[src/verilog/diag_consts.svh]
/*
  Constants for the two-wire diagnostic target: bus addresses, memory map,
  field positions and counts. Assumes inclusion by every design file that
  needs a number; holds definitions only.
*/
// Contract
// - Answer at bus address 1010000X with a 256-byte identification memory.
// - Answer at bus address 1010001X with a separate diagnostic memory.
// - Capture data on serial clock rise; write only unprotected memory segments.
// - Change outgoing data on the serial clock fall.
// - Data line is two-way; host marks start and stop with data and clock.
// - Both memories are 8-bit words, reached singly or sequentially.
// - Diagnostic byte 110 bit 1 reads the inverse of loss of light.
// - Temperature, bias, transmit power, receive power and supply are readable.
// - Alarm and warning flags set when a value leaves its programmed range.
// - Report both internal and external calibration schemes.
// - Signal-present output high in normal reception, low on no light.
`ifndef DIAG_CONSTS_SVH
`define DIAG_CONSTS_SVH

`define DEV_ADDR_ID      7'h50
`define DEV_ADDR_DIAG    7'h51
`define BYTE_BITS        4'h8
`define NUM_CHAN         5

`define ID_CAL_MODE      8'h5c
`define ID_CAL_EXT_BIT   4
`define ID_CAL_INT_BIT   5

`define THRESH_LAST      8'h27
`define MEAS_FIRST       8'h60
`define MEAS_LAST        8'h69
`define STATUS_CTRL      8'h6e
`define STATUS_SIG_BIT   1
`define STATUS_SOFT_BIT  6
`define ALARM_BYTE0      8'h70
`define ALARM_BYTE1      8'h71
`define WARN_BYTE0       8'h74
`define WARN_BYTE1       8'h75
`define USER_FIRST       8'h80

`endif

[src/verilog/diag_pkg.sv]
/*
  Types for the two-wire diagnostic target. Assumes the constants header is
  available for numbers; this package holds only types.
*/
package diag_pkg;

    typedef enum logic [3:0] {
        ST_IDLE       = 4'h0,
        ST_DEV_ADDR   = 4'h1,
        ST_DEV_ACK    = 4'h2,
        ST_WORD_ADDR  = 4'h3,
        ST_WADDR_ACK  = 4'h4,
        ST_WRITE_DATA = 4'h5,
        ST_WRITE_ACK  = 4'h6,
        ST_READ_DATA  = 4'h7,
        ST_READ_ACK   = 4'h8,
        ST_IGNORE     = 4'h9
    } link_state_e;

    typedef logic [15:0] meas_t;

endpackage

[src/verilog/mem_port_if.sv]
/*
  Word access port between the serial engine and the memories. Assumes one
  clock domain; the write strobe is a single-cycle pulse.
*/
`timescale 1ns/100ps
interface mem_port_if;
    logic       diag_sel;
    logic [7:0] addr;
    logic [7:0] wdata;
    logic       wr;
    logic [7:0] rdata;

    modport ctrl (output diag_sel, output addr, output wdata, output wr, input rdata);
    modport mem  (input diag_sel, input addr, input wdata, input wr, output rdata);
endinterface

[src/verilog/pin_sync.sv]
/*
  Two-stage synchroniser for a group of pin inputs. Assumes inputs are
  asynchronous to clk; only the second stage may be read.
*/
`timescale 1ns/100ps
module pin_sync #(
    parameter int WIDTH = 1
) (
    // Clock and reset
    input  wire logic             clk,
    input  wire logic             reset_n,
    // Pins and synchronised levels
    input  wire logic [WIDTH-1:0] pin_in,
    output logic      [WIDTH-1:0] level_out
);
    genvar i;
    generate
        for (i = 0; i < WIDTH; i++)
        begin : g_bit
            logic meta_reg;
            logic hold_reg;
            always_ff @(posedge clk or negedge reset_n)
            begin
                if (!reset_n)
                begin
                    meta_reg <= 1'b1;
                    hold_reg <= 1'b1;
                end
                else
                begin
                    meta_reg <= pin_in[i];
                    hold_reg <= meta_reg;
                end
            end
            assign level_out[i] = hold_reg;
        end
    endgenerate
endmodule

[src/verilog/diag_memory.sv]
/*
  Identification and diagnostic memories with live measurement, status and
  flag bytes. Assumes measurement values come from logic on the same clock
  and that threshold bytes are loaded while factory_unlock is high.
*/
`timescale 1ns/100ps
`include "diag_consts.svh"
module diag_memory
    import diag_pkg::*;
(
    // Clock and reset
    input  wire logic  clk,
    input  wire logic  reset_n,
    // Word port
    mem_port_if.mem    port,
    // Live inputs
    input  wire meas_t meas_in [`NUM_CHAN],
    input  wire logic  signal_present,
    input  wire logic  cal_external,
    input  wire logic  factory_unlock
);
    logic [7:0] id_mem   [256];
    logic [7:0] diag_mem [256];
    meas_t      meas_reg [`NUM_CHAN];
    logic [9:0] alarm_reg;
    logic [9:0] alarm_next;
    logic [9:0] warn_reg;
    logic [9:0] warn_next;
    logic       soft_dis_reg;
    logic       soft_dis_next;
    logic       diag_wp;
    logic [7:0] meas_idx;

    // Flag bit 9-2c is high-side, 8-2c is low-side for channel c
    genvar c;
    generate
        for (c = 0; c < `NUM_CHAN; c++)
        begin : g_chan
            logic [15:0] hi_alarm;
            logic [15:0] lo_alarm;
            logic [15:0] hi_warn;
            logic [15:0] lo_warn;
            assign hi_alarm = {diag_mem[8*c], diag_mem[8*c+1]};
            assign lo_alarm = {diag_mem[8*c+2], diag_mem[8*c+3]};
            assign hi_warn  = {diag_mem[8*c+4], diag_mem[8*c+5]};
            assign lo_warn  = {diag_mem[8*c+6], diag_mem[8*c+7]};
            // Temperature is two's complement, the rest are unsigned
            if (c == 0)
            begin : g_signed
                assign alarm_next[9-2*c] = $signed(meas_reg[c]) > $signed(hi_alarm);
                assign alarm_next[8-2*c] = $signed(meas_reg[c]) < $signed(lo_alarm);
                assign warn_next[9-2*c]  = $signed(meas_reg[c]) > $signed(hi_warn);
                assign warn_next[8-2*c]  = $signed(meas_reg[c]) < $signed(lo_warn);
            end
            else
            begin : g_unsigned
                assign alarm_next[9-2*c] = meas_reg[c] > hi_alarm;
                assign alarm_next[8-2*c] = meas_reg[c] < lo_alarm;
                assign warn_next[9-2*c]  = meas_reg[c] > hi_warn;
                assign warn_next[8-2*c]  = meas_reg[c] < lo_warn;
            end
        end
    endgenerate

    // Factory areas are locked while factory_unlock is low; the user area is always open
    assign diag_wp       = !factory_unlock && (port.addr < `USER_FIRST);
    assign soft_dis_next = (port.wr && port.diag_sel && port.addr == `STATUS_CTRL)
                         ? port.wdata[`STATUS_SOFT_BIT] : soft_dis_reg;
    assign meas_idx      = port.addr - `MEAS_FIRST;

    always_ff @(posedge clk or negedge reset_n)
    begin
        if (!reset_n)
        begin
            alarm_reg    <= 10'h000;
            warn_reg     <= 10'h000;
            soft_dis_reg <= 1'b0;
            for (int i = 0; i < `NUM_CHAN; i++)
                meas_reg[i] <= 16'h0000;
        end
        else
        begin
            alarm_reg    <= alarm_next;
            warn_reg     <= warn_next;
            soft_dis_reg <= soft_dis_next;
            for (int i = 0; i < `NUM_CHAN; i++)
                meas_reg[i] <= meas_in[i];
        end
    end

    // Arrays carry no reset; contents are loaded over the link
    always_ff @(posedge clk)
    begin
        if (port.wr && !port.diag_sel && factory_unlock)
            id_mem[port.addr] <= port.wdata;
        if (port.wr && port.diag_sel && !diag_wp)
            diag_mem[port.addr] <= port.wdata;
    end

    always_comb
    begin
        port.rdata = port.diag_sel ? diag_mem[port.addr] : id_mem[port.addr];
        if (!port.diag_sel && port.addr == `ID_CAL_MODE)
        begin
            port.rdata[`ID_CAL_EXT_BIT] = cal_external;
            port.rdata[`ID_CAL_INT_BIT] = !cal_external;
        end
        else if (port.diag_sel)
        begin
            if (port.addr >= `MEAS_FIRST && port.addr <= `MEAS_LAST)
                port.rdata = meas_idx[0] ? meas_reg[meas_idx[3:1]][7:0]
                                         : meas_reg[meas_idx[3:1]][15:8];
            else if (port.addr == `STATUS_CTRL)
                port.rdata = {1'b0, soft_dis_reg, 4'h0, signal_present, 1'b0};
            else if (port.addr == `ALARM_BYTE0)
                port.rdata = alarm_reg[9:2];
            else if (port.addr == `ALARM_BYTE1)
                port.rdata = {alarm_reg[1:0], 6'h00};
            else if (port.addr == `WARN_BYTE0)
                port.rdata = warn_reg[9:2];
            else if (port.addr == `WARN_BYTE1)
                port.rdata = {warn_reg[1:0], 6'h00};
        end
    end

    property p_status_bit;
        @(posedge clk) disable iff (!reset_n)
        (port.diag_sel && port.addr == `STATUS_CTRL) |-> port.rdata[`STATUS_SIG_BIT] == signal_present;
    endproperty
    a_status_bit: assert property (p_status_bit) else $error("status bit differs from signal present");

    property p_wp_hold;
        @(posedge clk) disable iff (!reset_n)
        (port.wr && port.diag_sel && diag_wp) |=> diag_mem[$past(port.addr)] == $past(diag_mem[port.addr]);
    endproperty
    a_wp_hold: assert property (p_wp_hold) else $error("protected byte was written");

    property p_temp_alarm;
        @(posedge clk) disable iff (!reset_n)
        ($signed(meas_reg[0]) > $signed({diag_mem[0], diag_mem[1]})) ##1 $stable(meas_reg[0]) |-> alarm_reg[9];
    endproperty
    a_temp_alarm: assert property (p_temp_alarm) else $error("high temperature alarm missing");

    property p_meas_read;
        @(posedge clk) disable iff (!reset_n)
        (port.diag_sel && port.addr == `MEAS_FIRST) |-> port.rdata == $past(meas_in[0][15:8]);
    endproperty
    a_meas_read: assert property (p_meas_read) else $error("temperature byte differs from sample");
endmodule

[src/verilog/diag_two_wire_target.sv]
/*
  Two-wire serial target: start and stop detection, address match, word
  pointer, byte shifting and open-drain data drive, plus the signal-present
  output. Assumes SCL, SDA and all straps arrive asynchronously and are
  sampled by SYS_CLK well above the serial clock rate.
*/
`timescale 1ns/100ps
`include "diag_consts.svh"
module diag_two_wire_target
    import diag_pkg::*;
(
    // Clock and reset
    input  wire logic  SYS_CLK,
    input  wire logic  RESET_N,
    // Serial link
    input  wire logic  SCL_IN,
    input  wire logic  SDA_IN,
    output logic       SDA_OUT,
    output logic       SDA_OE,
    // Optical status
    input  wire logic  LOSS_OF_LIGHT,
    output logic       SIGNAL_PRESENT,
    // Straps
    input  wire logic  CAL_EXTERNAL,
    input  wire logic  FACTORY_UNLOCK,
    // Measurements from the diagnostics controller
    input  wire meas_t TEMP_VALUE,
    input  wire meas_t SUPPLY_VALUE,
    input  wire meas_t BIAS_VALUE,
    input  wire meas_t TX_POWER_VALUE,
    input  wire meas_t RX_POWER_VALUE
);
    logic [4:0]  sync_level;
    logic        scl_s;
    logic        sda_s;
    logic        dark_s;
    logic        cal_ext_s;
    logic        unlock_s;
    meas_t       meas_bus [`NUM_CHAN];

    link_state_e state_reg;
    link_state_e state_next;
    logic [3:0]  bit_cnt_reg;
    logic [3:0]  bit_cnt_next;
    logic [7:0]  shift_reg;
    logic [7:0]  shift_next;
    logic [7:0]  ptr_reg;
    logic [7:0]  ptr_next;
    logic        diag_sel_reg;
    logic        diag_sel_next;
    logic        sda_oe_reg;
    logic        sda_oe_next;
    logic        wr_reg;
    logic        wr_next;
    logic        scl_d_reg;
    logic        sda_d_reg;
    logic        sig_present_reg;

    logic        scl_rise;
    logic        scl_fall;
    logic        start_det;
    logic        stop_det;
    logic        addr_hit;
    logic        byte_done;

    mem_port_if  mem_bus ();

    pin_sync #(
        .WIDTH     (5)
    ) u_sync (
        .clk       (SYS_CLK),
        .reset_n   (RESET_N),
        .pin_in    ({SCL_IN, SDA_IN, LOSS_OF_LIGHT, CAL_EXTERNAL, FACTORY_UNLOCK}),
        .level_out (sync_level)
    );

    assign scl_s     = sync_level[4];
    assign sda_s     = sync_level[3];
    assign dark_s    = sync_level[2];
    assign cal_ext_s = sync_level[1];
    assign unlock_s  = sync_level[0];

    assign meas_bus[0] = TEMP_VALUE;
    assign meas_bus[1] = SUPPLY_VALUE;
    assign meas_bus[2] = BIAS_VALUE;
    assign meas_bus[3] = TX_POWER_VALUE;
    assign meas_bus[4] = RX_POWER_VALUE;

    diag_memory u_memory (
        .clk            (SYS_CLK),
        .reset_n        (RESET_N),
        .port           (mem_bus.mem),
        .meas_in        (meas_bus),
        .signal_present (sig_present_reg),
        .cal_external   (cal_ext_s),
        .factory_unlock (unlock_s)
    );

    assign mem_bus.diag_sel = diag_sel_reg;
    assign mem_bus.addr     = ptr_reg;
    assign mem_bus.wdata    = shift_reg;
    assign mem_bus.wr       = wr_reg;

    // Serial clock edges seen through the synchroniser
    assign scl_rise  = scl_s && !scl_d_reg;
    assign scl_fall  = !scl_s && scl_d_reg;
    // Data moving while the clock is high frames a transfer
    assign start_det = scl_s && scl_d_reg && sda_d_reg && !sda_s;
    assign stop_det  = scl_s && scl_d_reg && !sda_d_reg && sda_s;
    assign byte_done = scl_fall && (bit_cnt_reg == `BYTE_BITS);
    assign addr_hit  = (shift_reg[7:1] == `DEV_ADDR_ID) || (shift_reg[7:1] == `DEV_ADDR_DIAG);

    always_comb
    begin
        state_next    = state_reg;
        bit_cnt_next  = bit_cnt_reg;
        shift_next    = shift_reg;
        ptr_next      = ptr_reg;
        diag_sel_next = diag_sel_reg;
        sda_oe_next   = sda_oe_reg;
        wr_next       = 1'b0;
        if (wr_reg)
            ptr_next = ptr_reg + 8'h01;
        if (start_det)
        begin
            state_next   = ST_DEV_ADDR;
            bit_cnt_next = 4'h0;
            sda_oe_next  = 1'b0;
        end
        else if (stop_det)
        begin
            state_next  = ST_IDLE;
            sda_oe_next = 1'b0;
        end
        else
        begin
            case (state_reg)
                ST_DEV_ADDR, ST_WORD_ADDR, ST_WRITE_DATA:
                begin
                    if (scl_rise)
                    begin
                        shift_next   = {shift_reg[6:0], sda_s};
                        bit_cnt_next = bit_cnt_reg + 4'h1;
                    end
                    else if (byte_done)
                    begin
                        bit_cnt_next = 4'h0;
                        sda_oe_next  = 1'b1;
                        if (state_reg == ST_DEV_ADDR)
                        begin
                            if (addr_hit)
                            begin
                                state_next    = ST_DEV_ACK;
                                diag_sel_next = shift_reg[1];
                            end
                            else
                            begin
                                state_next  = ST_IGNORE;
                                sda_oe_next = 1'b0;
                            end
                        end
                        else if (state_reg == ST_WORD_ADDR)
                        begin
                            state_next = ST_WADDR_ACK;
                            ptr_next   = shift_reg;
                        end
                        else
                        begin
                            state_next = ST_WRITE_ACK;
                            wr_next    = 1'b1;
                        end
                    end
                end
                ST_DEV_ACK:
                begin
                    if (scl_fall)
                    begin
                        if (shift_reg[0])
                        begin
                            // First read byte drives its top bit on this same fall
                            state_next  = ST_READ_DATA;
                            shift_next  = {mem_bus.rdata[6:0], 1'b0};
                            sda_oe_next = !mem_bus.rdata[7];
                        end
                        else
                        begin
                            state_next  = ST_WORD_ADDR;
                            sda_oe_next = 1'b0;
                        end
                    end
                end
                ST_WADDR_ACK, ST_WRITE_ACK:
                begin
                    if (scl_fall)
                    begin
                        state_next  = ST_WRITE_DATA;
                        sda_oe_next = 1'b0;
                    end
                end
                ST_READ_DATA:
                begin
                    if (scl_rise)
                        bit_cnt_next = bit_cnt_reg + 4'h1;
                    else if (byte_done)
                    begin
                        state_next   = ST_READ_ACK;
                        sda_oe_next  = 1'b0;
                        bit_cnt_next = 4'h0;
                        ptr_next     = ptr_reg + 8'h01;
                    end
                    else if (scl_fall)
                    begin
                        sda_oe_next = !shift_reg[7];
                        shift_next  = {shift_reg[6:0], 1'b0};
                    end
                end
                ST_READ_ACK:
                begin
                    if (scl_rise && sda_s)
                        state_next = ST_IGNORE;
                    else if (scl_fall)
                    begin
                        state_next  = ST_READ_DATA;
                        shift_next  = {mem_bus.rdata[6:0], 1'b0};
                        sda_oe_next = !mem_bus.rdata[7];
                    end
                end
                ST_IDLE, ST_IGNORE:
                begin
                    sda_oe_next = 1'b0;
                end
                default:
                begin
                    state_next  = ST_IDLE;
                    sda_oe_next = 1'b0;
                end
            endcase
        end
    end

    always_ff @(posedge SYS_CLK or negedge RESET_N)
    begin
        if (!RESET_N)
        begin
            state_reg       <= ST_IDLE;
            bit_cnt_reg     <= 4'h0;
            shift_reg       <= 8'h00;
            ptr_reg         <= 8'h00;
            diag_sel_reg    <= 1'b0;
            sda_oe_reg      <= 1'b0;
            wr_reg          <= 1'b0;
            scl_d_reg       <= 1'b1;
            sda_d_reg       <= 1'b1;
            sig_present_reg <= 1'b0;
        end
        else
        begin
            state_reg       <= state_next;
            bit_cnt_reg     <= bit_cnt_next;
            shift_reg       <= shift_next;
            ptr_reg         <= ptr_next;
            diag_sel_reg    <= diag_sel_next;
            sda_oe_reg      <= sda_oe_next;
            wr_reg          <= wr_next;
            scl_d_reg       <= scl_s;
            sda_d_reg       <= sda_s;
            sig_present_reg <= !dark_s;
        end
    end

    // Open drain: only a low is ever driven, and no clock line exists here
    assign SDA_OUT        = 1'b0;
    assign SDA_OE         = sda_oe_reg;
    assign SIGNAL_PRESENT = sig_present_reg;

    property p_ignore_released;
        @(posedge SYS_CLK) disable iff (!RESET_N)
        (state_reg == ST_IGNORE) |-> !SDA_OE;
    endproperty
    a_ignore_released: assert property (p_ignore_released) else $error("data driven for foreign address");

    property p_addr_ack;
        @(posedge SYS_CLK) disable iff (!RESET_N)
        (state_reg == ST_DEV_ADDR && byte_done && !start_det && !stop_det && addr_hit)
            |=> (state_reg == ST_DEV_ACK) && SDA_OE && (diag_sel_reg == $past(shift_reg[1]));
    endproperty
    a_addr_ack: assert property (p_addr_ack) else $error("own address not acknowledged");

    property p_miss_ignored;
        @(posedge SYS_CLK) disable iff (!RESET_N)
        (state_reg == ST_DEV_ADDR && byte_done && !start_det && !stop_det && !addr_hit)
            |=> (state_reg == ST_IGNORE) && !SDA_OE;
    endproperty
    a_miss_ignored: assert property (p_miss_ignored) else $error("foreign address not ignored");

    property p_capture_rise;
        @(posedge SYS_CLK) disable iff (!RESET_N)
        (scl_rise && !start_det && (state_reg == ST_WORD_ADDR || state_reg == ST_WRITE_DATA))
            |=> shift_reg[0] == $past(sda_s);
    endproperty
    a_capture_rise: assert property (p_capture_rise) else $error("data not captured on rise");

    property p_change_on_fall;
        @(posedge SYS_CLK) disable iff (!RESET_N)
        $rose(SDA_OE) |-> $past(scl_fall);
    endproperty
    a_change_on_fall: assert property (p_change_on_fall) else $error("data driven off a falling edge");

    property p_read_advance;
        @(posedge SYS_CLK) disable iff (!RESET_N)
        (state_reg == ST_READ_DATA && byte_done && !start_det && !stop_det)
            |=> (ptr_reg == $past(ptr_reg) + 8'h01) && (state_reg == ST_READ_ACK);
    endproperty
    a_read_advance: assert property (p_read_advance) else $error("pointer not advanced after read");

    property p_write_advance;
        @(posedge SYS_CLK) disable iff (!RESET_N)
        wr_reg |-> ##1 ptr_reg == $past(ptr_reg) + 8'h01;
    endproperty
    a_write_advance: assert property (p_write_advance) else $error("pointer not advanced after write");

    property p_start_frame;
        @(posedge SYS_CLK) disable iff (!RESET_N)
        start_det |=> (state_reg == ST_DEV_ADDR) && (bit_cnt_reg == 4'h0) && !SDA_OE;
    endproperty
    a_start_frame: assert property (p_start_frame) else $error("start not taken");

    property p_signal_present;
        @(posedge SYS_CLK) disable iff (!RESET_N)
        $rose(dark_s) |=> !SIGNAL_PRESENT;
    endproperty
    a_signal_present: assert property (p_signal_present) else $error("signal present stays high on loss");
endmodule

[config.mk]
export PLATFORM = sky130hd
export DESIGN_NAME = diag_two_wire_target
export DESIGN_NICKNAME = d
export VERILOG_FILES = /design/src/verilog/diag_pkg.sv /design/src/verilog/mem_port_if.sv /design/src/verilog/pin_sync.sv /design/src/verilog/diag_memory.sv /design/src/verilog/diag_two_wire_target.sv
export VERILOG_INCLUDE_DIRS = /design/src /design/src/verilog
export SDC_FILE = /design/constraint.sdc
export NUM_CORES = 2
export LEC_CHECK = 0
export BUFFER_PORTS_ARGS = -buffer_cell sky130_fd_sc_hd__buf_2
export CORE_ASPECT_RATIO = 1.75
export CORE_MARGIN = 2
export CORE_UTILIZATION = 50
export CTS_CLUSTER_DIAMETER = 60
export DETAILED_ROUTE_END_ITERATION = 12
export PLACE_DENSITY = 0.69
export SLEW_MARGIN = 20
export SYNTH_ARGS = -nofsm -noshare
export SYNTH_HDL_FRONTEND = slang
export SYNTH_SLANG_ARGS = --single-unit
[constraint.sdc]
create_clock -name SYS_CLK -period 14.8 [get_ports SYS_CLK]
set_clock_uncertainty 0.1 [all_clocks]
set_input_delay 2.96 -clock SYS_CLK [delete_from_list [all_inputs] [get_ports SYS_CLK]]
set_output_delay 2.96 -clock SYS_CLK [all_outputs]
set_load 0.02 [all_outputs]
After elaboration in Yosys (flattened, before gate mapping) --
Memories as Yosys holds them, arrays and structs flattened. Cells that the tools add are included.
Word-level totals: bits in registers 141, bits in writable memories 4096, output and inout bits 3, word-level logic and storage cells 223, memories kept 2
Cells by class: add/subtract/negate cells 3, $lt $le $gt $ge 24, equality and inequality tests 38, mux-type cells 80, bitwise operators 4, reduce and logical (&&, ||, !) cells 43
Memory list:
- u_memory.diag_mem | words 256, width 8, rd ports 41, clocked after Yosys merged registers in 0, write ports 1, RTL line diag_memory.sv:23 | logic [7:0] diag_mem [256];
- u_memory.id_mem | words 256, width 8, rd ports 1, clocked after Yosys merged registers in 0, write ports 1, RTL line diag_memory.sv:22 | logic [7:0] id_mem [256];
Operator list (number):
- $mux 8 | 26
- $gt 16x16->1 | 10
- $lt 16x16->1 | 10
- $mux 4 | 18
- $bmux 16 s3 | 1
- $eq 8x7->1 const B | 6
- $mux 16 | 2
- $ne 4x4->1 const B | 8
- $pmux 8 s4 | 1
- $mux 1 | 25
- $pmux 4 s6 | 1
- $ne 2x2->1 const B | 9
- $logic_and 1x1->1 | 17
- $eq 4x3->1 const B | 4
- $pmux 8 s2 | 1
- $reduce_and 8->1 | 2
- $eq 7x7->1 const B | 2
- $eq 4x4->1 const B | 3
- $logic_not 1->1 | 11
- $reduce_and 11->1 | 1
- $ne 5x5->1 const B | 2
- $reduce_and 10->1 | 1
- $add 8x1->8 const B | 1
- $eq 4x2->1 const B | 2
- 23 further kinds | 28

Depth between registers and ports, before layout --
An unclocked memory read counts as a cell.
word-level depth 16, mapped depth 15, gate-level depth less buffers 11

By module --
From an unflattened synthesis, not the netlist that was laid out.
Second synthesis, totals: cell total of the unflattened synthesis 8630, area total of the unflattened synthesis 171949.9 um^2
Modules (own cells, without submodules):
- diag_memory | instances 1, cells each 8388, area an instance 169532.6 um^2
- diag_two_wire_target | instances 1, cells each 227, area an instance 2117.0 um^2
- pin_sync | instances 1, cells each 15, area an instance 300.3 um^2

Least setup slack after synthesis --
No wires, ideal clock.
path kind register to register, from register shift_reg[4], in the netlist mem_bus.wdata[4], to register sda_oe_reg, in the netlist SDA_OE, library setup time 0.130 ns, data arrival time 7.815 ns, path slack 6.756 ns, cell stages (with the launch flop) 7, clock period less this slack 8.044 ns, cells stage by stage dfrtp_1 inv_1 and3_1 o21ai_0 o221ai_1 o21ai_0 a21oi_1
Between the ends: cells in the longest elaborated chain, start to end 9
RTL lines:
- from (decl) | RTL line diag_two_wire_target.sv:45 | logic [7:0] shift_reg;
- from (signal assigned) | RTL line diag_two_wire_target.sv:260 | shift_reg <= shift_next;
- $eq 7x7->1 (no source line)
- $logic_or 1x1->1 (*) | RTL line diag_two_wire_target.sv:111 | assign addr_hit = (shift_reg[7:1] == `DEV_ADDR_ID) || (shift_reg[7:1] == `DEV_ADDR_DIAG);
- $mux 1 (*) | RTL line diag_two_wire_target.sv:151 | if (addr_hit)
- $mux 1 (*) | RTL line diag_two_wire_target.sv:149 | if (state_reg == ST_DEV_ADDR)
- $mux 1 (*) | RTL line diag_two_wire_target.sv:145 | else if (byte_done)
- $mux 1 (*) | RTL line diag_two_wire_target.sv:140 | if (scl_rise)
- $pmux 1 s5 (*) | RTL line diag_two_wire_target.sv:137 | case (state_reg)
- $mux 1 (*) | RTL line diag_two_wire_target.sv:130 | else if (stop_det)
- $mux 1 (*) | RTL line diag_two_wire_target.sv:124 | if (start_det)
- to (signal assigned) | RTL line diag_two_wire_target.sv:263 | sda_oe_reg <= sda_oe_next;
- to (decl) | RTL line diag_two_wire_target.sv:51 | logic sda_oe_reg;
Mark *: on every way between the ends. The rest lies on a longest branch, timed or not. The select of a mux whose other input is x is not followed. A chain may end at the register's enable or synchronous reset.

Worst setup path in the final report --
from register ptr_reg[0], in the netlist mem_bus.addr[0], to register shift_reg[4], in the netlist mem_bus.wdata[4]
Between the ends: cells in the longest elaborated chain, start to end 13
RTL lines:
- from (decl) | RTL line diag_two_wire_target.sv:47 | logic [7:0] ptr_reg;
- from (signal assigned) | RTL line diag_two_wire_target.sv:261 | ptr_reg <= ptr_next;
- $mem_v2 256x8 (on tied branches)
- $mux 8 | RTL line diag_memory.sv:102 | port.rdata = port.diag_sel ? diag_mem[port.addr] : id_mem[port.addr];
- $mux 8 | RTL line diag_memory.sv:121 | else if (port.addr == `WARN_BYTE1)
- $mux 8 | RTL line diag_memory.sv:119 | else if (port.addr == `WARN_BYTE0)
- $mux 8 | RTL line diag_memory.sv:117 | else if (port.addr == `ALARM_BYTE1)
- $mux 8 | RTL line diag_memory.sv:115 | else if (port.addr == `ALARM_BYTE0)
- $mux 8 | RTL line diag_memory.sv:113 | else if (port.addr == `STATUS_CTRL)
- $mux 8 | RTL line diag_memory.sv:110 | if (port.addr >= `MEAS_FIRST && port.addr <= `MEAS_LAST)
- $mux 8 | RTL line diag_memory.sv:108 | else if (port.diag_sel)
- $mux 4 (*) | RTL line diag_memory.sv:103 | if (!port.diag_sel && port.addr == `ID_CAL_MODE)
- $mux 8 (on tied branches) | RTL line diag_two_wire_target.sv:221, diag_two_wire_target.sv:178
- $mux 8 (on tied branches) | RTL line diag_two_wire_target.sv:219, diag_two_wire_target.sv:176
- $pmux 8 s4 (*) | RTL line diag_two_wire_target.sv:137
Marked as above.

==> metrics <==
status finished clean; Finish-stage setup viols 0; first-pass GRT wire length 742400 microns; final hold violation count 0; crit-path max FO 88; DP HPWL 355400 microns; post-DR vias/cell 6.633; Max VDD drop 133.1 uV; P&R area growth vs syn 10.67%; cell with the most instances after synthesis edfxtp_1; Post-CTS Hold Buffers 0; Clock Pin Slew Worst Setup and Hold Paths 0.06 ns; Seq/Total Area, Yosys 73.43%; Unique masters post-synth 79; core region area 343800 sq um; Synth Instances 8795; Total Negative Setup Slacks 0 ns; antenna violations before repair 40; CTS tree done; Pwr per Cell Area 141.0 nW/um^2; synth top area cells edfxtp_1 71%, mux4_2 14%, ha_1 2.3%; number of flops mapped to enable cells by yosys 4096; Worst Setup Path Type reg -> reg; grt ovf 0; initial DRC count 12680; Main synth FF type edfxtp_1; Remaining DRCs 0; pre-CTS setup slack 8.467 ns; Post-synth ARST share 3.328%; Sw Ratio 24.10%; final WL 541500 microns; number of max-cap violations 0; Ys Warns 0; Final nets 9430; part of the cycle the worst path needs 44.86%; Worst Setup End Kind flop; CTS root buf clkbuf_16; RSZ-0062 raised after global routing false; # rows 285; total CTS buffers 368; Reg area 126600 sq um; initial core utilization 50.13%; Logic pwr share 7.5%; worst slew pin tran 1.346 ns; die height 780.6 microns; share of Yosys cell area claimed by the top area cell type 71.37%; Rel. slew slack 9.289%; Post-synth top cells 4096 x edfxtp_1, 1068 x mux4_2, 645 x nor2_1, 320 x inv_1, 317 x ha_1; sequential share of power 55.9%; FILL cells 25590; fmax 0.1506 GHz; vias in the first global route 93140; final setup margin 8.160 ns; via count of the routed design 92490; #FFs+latches synth 4237; mean area per synthesized cell 19.59 sq um; Post-CTS Setup Repair Bufs 0; Syn Nets 9199; buffers from clock root to sink, at most 4; critical path launch point type flop; CTS resizes 0; Int Power 20.40 mW; wire per inst 38.83 microns; share of cells above drive strength 1 22.22%; Hold/Removal Path Class reg -> reg; Tmin final 6.640 ns; Worst Path Required 15.53 ns; die width 447.8 microns; GP Congestion 0.9834; Final Max Slew Viols 0; Clock Latency Late Sink 0.97 ns; arrival time at the worst endpoint 7.37 ns; DR pass1 iterations 10; mapped cell area 172300 sq um; largest net degree at the start of global routing 254; port bufs 88; full die area 349600 sq um; total track usage 30.93%; Clk pwr share 36.6%; Pleak 60.67 nW; area leader, netlist edfxtp_1; Final ANT Viol Nets 0; Psw 6.479 mW; multi-input logic area 42340 sq um; Clock H-tree levels 5; clk sinks 4237; # IOs 90
==> worst max-delay path, stage by stage (launching register included) <==
cell and delay [ns]:
dfrtp_4 0.64, buf_12 0.52, buf_4 0.71, buf_4 0.61
buf_4 0.63, mux4_2 0.59, a32oi_1 0.31, a21oi_1 0.10
a31oi_1 0.51, nand4_1 0.76, a31oi_1 0.58, o31ai_1 0.10
==> cell type report <==
type	count	area share [%]
Antenna cell	28	0.03674
Clock buffer	444	5.044
Clock inverter	225	1.264
Inverter	323	0.6403
Multi-Input combinational cell	3753	22.20
Sequential cell	4237	66.38
Tap cell	4592	3.013
Timing Repair Buffer	343	1.425
==> kinds of logic (layout without fill, tap and decap cells) <==
logic type	Yosys count	after routing	share of synthesized area, %
flops	4237	4237	73.43
mux	1355	1355	15.64
simple gates	1255	1255	3.230
compound gates	813	813	3.124
buf+inv	805	1335	2.213
fa+ha+maj	317	317	2.302
xor+xnor	12	12	0.06099
other cells	1	29	0.002176
==> worst paths after layout <==
kind,from,to,slack [ns],depth (start not counted)
worst max register to register,mem_bus.addr[0],mem_bus.wdata[4],8.16,11
worst max-delay path,mem_bus.addr[0],mem_bus.wdata[4],8.16,11
worst min-delay path,u_sync.g_bit[2].meta_reg,u_sync.g_bit[2].hold_reg,0.26,0
worst min register to register,u_sync.g_bit[2].meta_reg,u_sync.g_bit[2].hold_reg,0.26,0
max in group asynchronous,RESET_N,u_sync.g_bit[0].meta_reg,11.35,3
min in group asynchronous,RESET_N,u_memory.meas_reg[7],1.96,1
==> power by group through the flow <==
stage               registers, mW  logic (mW)  clock network, mW
floorplan                    16.6       0.233                  0
global placement             15.3        1.76                  0
detailed placement           15.3        1.91                  0
CTS                          15.1        1.90               9.89
global route                 15.0        2.12               10.3
finish                       15.0        2.00               9.85
==> metal layers <==
layer / global-route usage, % / vias up / wire length, microns / part of all wire (%)
met1: 33.06 / 48210 / 163000 / 30
met2: 50.11 / 6130 / 264300 / 49
li1: - / 36280 / - / -
met5: 0 / - / 204 / 0.038
met4: 29.82 / 28 / 64590 / 12
met3: 6.984 / 1851 / 49380 / 9.1
==> stage by stage <==
step / cell area, sq um / total power [mW] / hold WS [ns] / util [%] / cells
2_1_floorplan: 172300 / 16.80 / 0.2452 / - / 8795
3_3_place_gp: 178200 / 17.05 / 0.2506 / 51.83 / 13230
3_5_place_dp: 178300 / 17.22 / 0.2470 / 51.88 / 13240
4_1_cts: 190400 / 26.85 / 0.2596 / 55.38 / 13910
5_1_grt: 190700 / 27.46 / 0.2607 / 55.47 / 13920
6_report: 190700 / 26.88 / 0.2588 / 55.48 / 13950
==> placed cells by master (no fill, tap or decap), types with 14 or more instances in the layout <==
cell,netlist,layout
edfxtp_1,4096,4096
mux4_2,1068,1068
nor2_1,645,631
clkbuf_16,0,372
inv_1,320,318
ha_1,317,317
mux2i_1,269,262
buf_4,63,219
nand2_1,221,217
a21oi_1,162,159
dfrtp_1,129,112
o21ai_0,113,111
a22oi_1,109,109
nand3_1,107,94
buf_2,141,88
o22ai_1,87,85
clkinv_1,1,70
clkbuf_1,196,68
a21o_1,65,65
nand4_1,62,62
clkinv_2,0,60
o21a_1,53,53
nor2b_1,53,48
nor3_1,50,45
a31oi_1,45,44
bufinv_16,0,42
nand2b_1,35,34
diode_2,0,28
clkinvlp_4,0,25
a211oi_1,23,21
nor4_1,23,20
o211ai_1,20,20
mux2_2,18,18
and3_1,17,17
a221oi_1,16,15
buf_12,0,15
o2111ai_1,14,14
o221ai_1,14,14
Note: power is estimated with default switching activity, not from simulation.
